File: src/rtl/bsg_map.svh
// bsg_map.svh: register selectors, bit positions, reset values and timing counts of the status group
// assumes a 25 MHz system clock; included by the status group, the property checker and the bench
`ifndef BSG_MAP_SVH
`define BSG_MAP_SVH

// ====================================================================
// register selectors (no bus address exists; software names a register by command)
`define BSG_SEL_COND 3'h0
`define BSG_SEL_NEG 3'h1
`define BSG_SEL_POS 3'h2
`define BSG_SEL_EVENT 3'h3
`define BSG_SEL_MASK 3'h4

// ====================================================================
// condition bit positions
`define BSG_BIT_NO_CLOCK 0
`define BSG_BIT_NO_DATA 1
`define BSG_BIT_PRBS_LOSS 2
`define BSG_BIT_UNLOCKED 11
`define BSG_BIT_AMPL 12
`define BSG_BIT_SYNC_LOSS 13
`define BSG_BIT_WAIT_MID 14

// bits that always read zero: 3..10 and 15
`define BSG_COND_USED 16'h78_07

// ====================================================================
// reset values
`define BSG_NEG_RST 16'h0000
`define BSG_POS_RST 16'h7fff
`define BSG_EVENT_RST 16'h0000
`define BSG_MASK_RST 16'h0000

// ====================================================================
// timing
`define BSG_CLK_HZ 25000000
`define BSG_NO_CLOCK_S 3
`define BSG_NO_DATA_EDGES 200

`endif

File: src/rtl/bsg_pkg.sv
// bsg_pkg.sv: types shared by the status group
// assumes bsg_map.svh is on the include path
package bsg_pkg;
    typedef logic [15:0] bsg_word_t;
    typedef logic [2:0] bsg_sel_t;
    typedef enum logic [1:0] {
        BSG_SRC_BCAST = 2'h0,
        BSG_SRC_TRAFFIC = 2'h1,
        BSG_SRC_PACKET = 2'h3
    } bsg_src_t;
endpackage

File: src/rtl/bsg_status_group.sv
// bsg_status_group.sv: status register group of a bit-error-rate tester
// assumes the command parser issues one-cycle read/write strobes on the system clock
// Functional notes
// no tester clock for over 3 s
// data unchanged over last 200 tester clocks
// prbs sync loss while not synchronized
// bits 3 to 10 and 15 read zero
// demodulator or down converter out of lock
// demodulator amplitude outside permitted range
// sync loss of the selected source
// waiting for midamble; follows bit 13 or loss
// instrument reset clears bits 2, 12-14
// condition register live and read only
// per-bit positive and negative transition filters
// selected transitions set sticky event bits
// event read returns contents then clears all
// summary bit drives parent questionable bit
// summary is OR of event AND mask
`timescale 1ns/1ns
`include "bsg_map.svh"

module bsg_status_group #(
    parameter int CLK_HZ = `BSG_CLK_HZ,
    parameter int NO_CLOCK_CYCLES = `BSG_NO_CLOCK_S * CLK_HZ,
    parameter int NO_DATA_EDGES = `BSG_NO_DATA_EDGES
) (
    input wire logic clock, // system clock, 25 MHz
    input wire logic sys_rst, // synchronous reset, active high
    input wire logic inst_reset, // instrument reset command, one-cycle pulse
    input wire logic tester_clk, // tester clock pin, asynchronous
    input wire logic tester_data, // tester data pin, asynchronous
    input wire logic prbs_locked, // prbs synchronizer locked, asynchronous
    input wire logic demod_locked, // demodulator in lock, asynchronous
    input wire logic dnconv_locked, // down converter in lock, asynchronous
    input wire logic ampl_in_range, // demodulator amplitude in range, asynchronous
    input wire logic bcast_synced, // broadcast channel synced, asynchronous
    input wire logic traffic_synced, // traffic channel synced, asynchronous
    input wire logic packet_synced, // packet data channel synced, asynchronous
    input wire logic midamble_seen, // traffic/packet midamble received, asynchronous
    input wire bsg_pkg::bsg_src_t sync_source, // selected sync source, same domain
    input wire bsg_pkg::bsg_sel_t reg_sel, // register selector
    input wire logic reg_wr, // write strobe, one cycle
    input wire logic reg_rd, // read strobe, one cycle
    input wire bsg_pkg::bsg_word_t reg_wdata, // write data
    output bsg_pkg::bsg_word_t reg_rdata, // read data, registered
    output logic reg_rvalid, // read data valid, one cycle
    output logic summary_bit // summary to parent questionable register
);
    import bsg_pkg::*;

    // ====================================================================
    // pin synchronizers: stage one feeds stage two only
    localparam int NSYNC = 10;
    logic [NSYNC-1:0] pin_raw;
    logic [NSYNC-1:0] sync1_q;
    logic [NSYNC-1:0] sync2_q;
    assign pin_raw = {tester_clk, tester_data, prbs_locked, demod_locked, dnconv_locked,
                      ampl_in_range, bcast_synced, traffic_synced, packet_synced, midamble_seen};

    always_ff @(posedge clock) begin
        if (sys_rst) begin
            sync1_q <= '0;
            sync2_q <= '0;
        end else begin
            sync1_q <= pin_raw;
            sync2_q <= sync1_q;
        end
    end

    wire s_tclk = sync2_q[9];
    wire s_data = sync2_q[8];
    wire s_prbs = sync2_q[7];
    wire s_demod = sync2_q[6];
    wire s_dnconv = sync2_q[5];
    wire s_ampl = sync2_q[4];
    wire s_bcast = sync2_q[3];
    wire s_traffic = sync2_q[2];
    wire s_packet = sync2_q[1];
    wire s_mid = sync2_q[0];

    // ====================================================================
    // tester clock edge and data change detection
    logic tclk_prev_q;
    logic data_prev_q;
    wire tclk_rise = s_tclk & ~tclk_prev_q;

    always_ff @(posedge clock) begin
        if (sys_rst) begin
            tclk_prev_q <= 1'b0;
            data_prev_q <= 1'b0;
        end else begin
            tclk_prev_q <= s_tclk;
            data_prev_q <= s_data;
        end
    end

    // ====================================================================
    // no-clock timer: counts system cycles since the last tester clock rise
    localparam int NCW = $clog2(NO_CLOCK_CYCLES + 2);
    localparam logic [NCW-1:0] NC_LIMIT = NCW'(NO_CLOCK_CYCLES);
    logic [NCW-1:0] nclk_cnt_q;
    logic [NCW-1:0] nclk_cnt_d;
    wire nclk_over = (nclk_cnt_q > NC_LIMIT);
    assign nclk_cnt_d = tclk_rise ? '0 : (nclk_over ? nclk_cnt_q : nclk_cnt_q + NCW'(1));

    always_ff @(posedge clock) begin
        if (sys_rst) begin
            nclk_cnt_q <= '0;
        end else begin
            nclk_cnt_q <= nclk_cnt_d;
        end
    end

    // ====================================================================
    // no-data-change counter: tester clock rises since data last differed
    localparam int NDW = $clog2(NO_DATA_EDGES + 1);
    localparam logic [NDW-1:0] ND_LIMIT = NDW'(NO_DATA_EDGES);
    logic [NDW-1:0] ndat_cnt_q;
    logic [NDW-1:0] ndat_cnt_d;
    logic data_changed_q;
    wire ndat_full = (ndat_cnt_q >= ND_LIMIT);
    // a change between two edges is remembered until the next edge counts it
    wire data_seen_change = data_changed_q | (s_data != data_prev_q);
    assign ndat_cnt_d = !tclk_rise ? ndat_cnt_q :
                        (data_seen_change ? '0 : (ndat_full ? ndat_cnt_q : ndat_cnt_q + NDW'(1)));

    always_ff @(posedge clock) begin
        if (sys_rst) begin
            ndat_cnt_q <= '0;
            data_changed_q <= 1'b0;
        end else begin
            ndat_cnt_q <= ndat_cnt_d;
            data_changed_q <= tclk_rise ? 1'b0 : data_seen_change;
        end
    end

    // ====================================================================
    // registered flags cleared by instrument reset
    // the reset clears them, but a still-present fault sets them again next cycle
    logic prbs_loss_q;
    logic ampl_bad_q;
    logic sync_loss_q;
    logic wait_mid_q;
    logic chan_was_synced_q;

    wire sel_synced = (sync_source == BSG_SRC_BCAST) ? s_bcast :
                      (sync_source == BSG_SRC_TRAFFIC) ? s_traffic : s_packet;
    wire chan_synced = (sync_source == BSG_SRC_PACKET) ? s_packet : s_traffic;
    wire chan_lost = chan_was_synced_q & ~chan_synced & ~s_mid;

    always_ff @(posedge clock) begin
        if (sys_rst | inst_reset) begin
            prbs_loss_q <= 1'b0;
            ampl_bad_q <= 1'b0;
            sync_loss_q <= 1'b0;
            wait_mid_q <= 1'b0;
            chan_was_synced_q <= 1'b0;
        end else begin
            prbs_loss_q <= ~s_prbs;
            ampl_bad_q <= ~s_ampl;
            sync_loss_q <= ~sel_synced;
            wait_mid_q <= ~sel_synced | chan_lost | ~s_mid;
            chan_was_synced_q <= chan_was_synced_q | chan_synced;
        end
    end

    // ====================================================================
    // live condition word
    bsg_word_t cond_w;
    always_comb begin
        cond_w = '0;
        cond_w[`BSG_BIT_NO_CLOCK] = nclk_over;
        cond_w[`BSG_BIT_NO_DATA] = ndat_full;
        cond_w[`BSG_BIT_PRBS_LOSS] = prbs_loss_q;
        cond_w[`BSG_BIT_UNLOCKED] = ~s_demod | ~s_dnconv;
        cond_w[`BSG_BIT_AMPL] = ampl_bad_q;
        cond_w[`BSG_BIT_SYNC_LOSS] = sync_loss_q;
        cond_w[`BSG_BIT_WAIT_MID] = wait_mid_q | sync_loss_q;
    end
    wire [15:0] cond_live = cond_w & `BSG_COND_USED;

    // ====================================================================
    // filters, event latch and mask
    bsg_word_t cond_prev_q;
    bsg_word_t neg_q;
    bsg_word_t pos_q;
    bsg_word_t event_q;
    bsg_word_t event_d;
    bsg_word_t mask_q;

    wire wr_neg = reg_wr & (reg_sel == `BSG_SEL_NEG);
    wire wr_pos = reg_wr & (reg_sel == `BSG_SEL_POS);
    wire wr_mask = reg_wr & (reg_sel == `BSG_SEL_MASK);
    wire rd_event = reg_rd & (reg_sel == `BSG_SEL_EVENT);

    genvar gi;
    generate
        for (gi = 0; gi < 16; gi++) begin : g_evt
            wire rise = cond_live[gi] & ~cond_prev_q[gi];
            wire fall = ~cond_live[gi] & cond_prev_q[gi];
            wire hit = (rise & pos_q[gi]) | (fall & neg_q[gi]);
            // a hit in the read cycle survives the clear
            assign event_d[gi] = hit | (event_q[gi] & ~rd_event);
        end
    endgenerate

    always_ff @(posedge clock) begin
        if (sys_rst) begin
            cond_prev_q <= '0;
            neg_q <= `BSG_NEG_RST;
            pos_q <= `BSG_POS_RST;
            event_q <= `BSG_EVENT_RST;
            mask_q <= `BSG_MASK_RST;
        end else begin
            cond_prev_q <= cond_live;
            event_q <= event_d;
            if (wr_neg) neg_q <= reg_wdata;
            if (wr_pos) pos_q <= reg_wdata;
            if (wr_mask) mask_q <= reg_wdata;
        end
    end

    assign summary_bit = |(event_q & mask_q);

    // ====================================================================
    // read port; writes to the condition and event selectors are dropped
    bsg_word_t rd_mux;
    always_comb begin
        case (reg_sel)
            `BSG_SEL_COND: rd_mux = cond_live;
            `BSG_SEL_NEG: rd_mux = neg_q;
            `BSG_SEL_POS: rd_mux = pos_q;
            `BSG_SEL_EVENT: rd_mux = event_q;
            `BSG_SEL_MASK: rd_mux = mask_q;
            default: rd_mux = '0;
        endcase
    end

    always_ff @(posedge clock) begin
        if (sys_rst) begin
            reg_rdata <= '0;
            reg_rvalid <= 1'b0;
        end else begin
            reg_rvalid <= reg_rd;
            if (reg_rd) reg_rdata <= rd_mux;
        end
    end

endmodule // bsg_status_group

File: config.mk
export PLATFORM = sky130hd
export DESIGN_NAME = bsg_status_group
export DESIGN_NICKNAME = d
export VERILOG_FILES = /design/src/rtl/bsg_pkg.sv /design/src/rtl/bsg_status_group.sv
export VERILOG_INCLUDE_DIRS = /design/src /design/src/rtl
export SDC_FILE = /design/constraint.sdc
export NUM_CORES = 1
export LEC_CHECK = 0
export BUFFER_PORTS_ARGS = -buffer_cell sky130_fd_sc_hd__buf_2
export CORE_ASPECT_RATIO = 0.7
export CORE_UTILIZATION = 53
export CTS_CLUSTER_DIAMETER = 80
export DETAILED_ROUTE_END_ITERATION = 7
export PLACE_DENSITY = 0.84
export SYNTH_ARGS = -nofsm -noshare
export SYNTH_HDL_FRONTEND = slang
export SYNTH_SLANG_ARGS = --single-unit
File: constraint.sdc
create_clock -name clock -period 2.15 [get_ports clock]
set_clock_uncertainty 0.2 [all_clocks]
set_input_delay 0.43 -clock clock [delete_from_list [all_inputs] [get_ports clock]]
set_output_delay 0.43 -clock clock [all_outputs]
set_load 0.01 [all_outputs]
==> results.json <==
{
  "worst-path-max-fanout": 7,
  "coreArea_um2": 11250,
  "clock_power_share": 0.466,
  "cts_tree": "yes",
  "timing.fmax_mhz": 428.4,
  "fin_crit_sh": 1.086,
  "crit_chain": "nor4_4, buf_4, and4bb_2, o2111ai_4, and2_4, a32oi_1, a21oi_1",
  "final_common_cell": "dfxtp_1",
  "cts.root.buffer_cell": "clkbuf_16",
  "setup_violations": 27,
  "place_area_um2": 6998,
  "syn_avg_cell_area_um2": 8.570,
  "path_buf_inv": 1,
  "power_leakage_nw": 3.171,
  "drt_first_iter_violations": 727,
  "p_switching_mw": 1.596,
  "via_per_inst": 6.179,
  "end_kind": "flop",
  "yosysUniqueCellTypes": 58,
  "p_int_mw": 4.692,
  "cts_sinks": 150,
  "slew_violations": 0,
  "multi_input_area_um2": 3333,
  "synth_fp_nets": 769,
  "gp_congestion": 0.8648,
  "required_ps": 2220,
  "arrival_ps": 2410,
  "seq_area_um2": 3014,
  "seq_power_share": 0.463,
  "finalHoldViolCount": 0,
  "max_stage_delay_ps": 340,
  "combPwrFrac": 0.070,
  "clkTransAtPathRegs_ps": 70,
  "vias": 6198,
  "mostFrequentLayoutCells": "dfxtp_1 (141), nand2_1 (134), buf_4 (67)",
  "cpLargestDelayFamily": "simple AND/OR/NAND/NOR gates",
  "worst_pin_slew_ps": 774.2,
  "rsz0062_at_grt": "true",
  "rows": 32,
  "grt_pass1_wl_mm": 28.77,
  "drive_gt1_frac": 0.2824,
  "worstSetupStartpointType": "flop",
  "numPortBuffers": 53,
  "cts_buffer_depth": 2,
  "maxCapViolCount": 0,
  "status": "finished, violations left",
  "cts-hold-fix-buffers": 0,
  "cp_slowest_cell": "dfxtp_2",
  "hpwl_mm": 11.44,
  "hold_class": "input pin to flop",
  "layout_setup_ws_ps": -184.5,
  "antennaDiodeCount": 0,
  "mappedNetlistArea_um2": 6247,
  "swShare": 0.2538,
  "final_area_um2": 8008,
  "ant_nets": 0,
  "synth-seq-cells": 150,
  "vdd_drop_max_mv": 0.5883,
  "start_util": 0.5553,
  "grt_max_degree": 78,
  "finalPower_mw": 6.287,
  "yosys_most_used_dff": "dfxtp_1",
  "grt_antenna_before_repair": 0,
  "seq_area_frac_synth": 0.4807,
  "yosysWarnings": 0,
  "ctsHtreeMaxLevel": 4,
  "io_pins": 54,
  "drcViolationCount": 0,
  "die_h_um": 92.84,
  "worstSkewPairLatency_ps": 430,
  "synthCells": 729,
  "grtUsageTotal": 0.2980,
  "cts_buffers": 17,
  "violations": "negative setup slack",
  "fillers": 741,
  "slew_headroom": 0.4839,
  "wl_per_cell_um": 18.35,
  "die_x_um": 131.8,
  "powerDensity_nw_per_um2": 785.2,
  "syn2layout_area_growth_pct": 28.18,
  "crit_type": "flop to flop",
  "dieArea_um2": 12230,
  "grt-ovfl-total": 0,
  "synth_edf_count": 0,
  "min_period_ps": 2334,
  "dr.pass1.iters": 5,
  "final_net_count": 877,
  "grt_pass1_vias": 5908,
  "wl_mm": 18.41,
  "async_flop_share": 0
}
==> kinds of logic (layout without fill, tap and decap cells) <==
kind of cell | Yosys count | count (layout) | synth area share
compound gates | 158 | 158 | 0.1564
xor+xnor | 9 | 9 | 0.01262
fa+ha+maj | 4 | 4 | 0.008012
buf+inv | 47 | 166 | 0.03345
flops | 150 | 150 | 0.4807
mux | 20 | 20 | 0.03845
simple gates | 341 | 343 | 0.2704
==> routing by layer <==
| layer | global-route usage | wire, µm |
|---|---|---|
| met2 | 0.4647 | 8307 |
| met3 | 0.07061 | 1629 |
| met1 | 0.3917 | 7667 |
| met4 | 0.1376 | 804 |
| met5 | 0 | 0 |
==> power groups by stage <==
stage | Combinational [mW] | Clock [mW] | Sequential (mW)
after global placement | 0.395 | 0 | 2.96
after CTS | 0.419 | 2.93 | 2.91
after detailed placement | 0.410 | 0 | 2.97
after global routing | 0.480 | 3.06 | 2.92
final | 0.443 | 2.93 | 2.91
after floorplan | 0.241 | 0 | 2.96
==> registers in the layout, indices dropped and copies added, names as in the netlist, 7 cells and up <==
signal	count
neg_q	16
sync2_q	10
cond_prev_q	7
reg_rdata	16
mask_q	16
pos_q	16
ndat_cnt_q	8
sync1_q	10
event_q	16
nclk_cnt_q	27
==> stage by stage <==
| stage | utilization | hold WS (ps) | setup slack [ps] | instances | TNS (ps) |
|---|---|---|---|---|---|
| 2_1_floorplan | - | 167.3 | 7.885 | 729 | 0 |
| 4_1_cts | 0.6897 | 4.038 | -67.08 | 1000 | -412.0 |
| 3_5_place_dp | 0.6220 | 176.7 | -145.3 | 957 | -1647 |
| 5_1_grt | 0.7117 | 13.66 | -232.2 | 1003 | -4511 |
| 6_report | 0.7117 | 8.844 | -184.5 | 1003 | -2413 |
| 3_3_place_gp | 0.6220 | 173.2 | -92.12 | 957 | -313.6 |
==> layout make-up <==
class,instances,area share
Clock buffer,18,0.05484
Clock inverter,14,0.01781
Inverter,6,0.002813
Multi-Input combinational cell,534,0.4163
Sequential cell,150,0.3764
Tap cell,153,0.02391
Timing Repair Buffer,128,0.1080
==> repair_timing <==
item / in CTS / in global routing
buffers inserted: 8 / 3
endpoints found under the setup margin: 29 / 32
pin swaps: 20 / 38
gates resized for setup: 27 / 52
cloned: 3 / 0
==> path summary, 6_finish.rpt <==
check	end	from	slack [ps]	cells past startpoint
hold / removal	sync1_q[6]	demod_locked	9	2
setup reg to reg	event_q[0]	nclk_cnt_q[15]	-180	7
setup / recovery	event_q[0]	nclk_cnt_q[15]	-180	7
hold reg to reg	ampl_bad_q	sync2_q[4]	190	1
==> cell usage after synthesis, types with 5 or more instances <==
cell | instances | share of area
a211oi_1 | 11 | 0.013
a21oi_1 | 78 | 0.062
a221oi_1 | 5 | 0.0070
a22oi_1 | 13 | 0.016
and2_1 | 12 | 0.012
and3_1 | 8 | 0.0080
buf_2 | 5 | 0.0040
clkbuf_1 | 28 | 0.017
dfxtp_1 | 150 | 0.48
inv_1 | 6 | 0.0036
mux2_2 | 12 | 0.022
mux2i_1 | 6 | 0.0096
nand2_1 | 137 | 0.082
nand3_1 | 11 | 0.0088
nand3b_1 | 23 | 0.028
nand4_1 | 12 | 0.012
nor2_1 | 61 | 0.037
nor2b_1 | 29 | 0.029
nor3_1 | 11 | 0.0088
o211ai_1 | 5 | 0.0060
o21ai_0 | 16 | 0.013
o31ai_1 | 7 | 0.0084
or3_1 | 10 | 0.010
or4_1 | 10 | 0.012
xor2_1 | 5 | 0.0070
(Power assumes the default switching activity.)
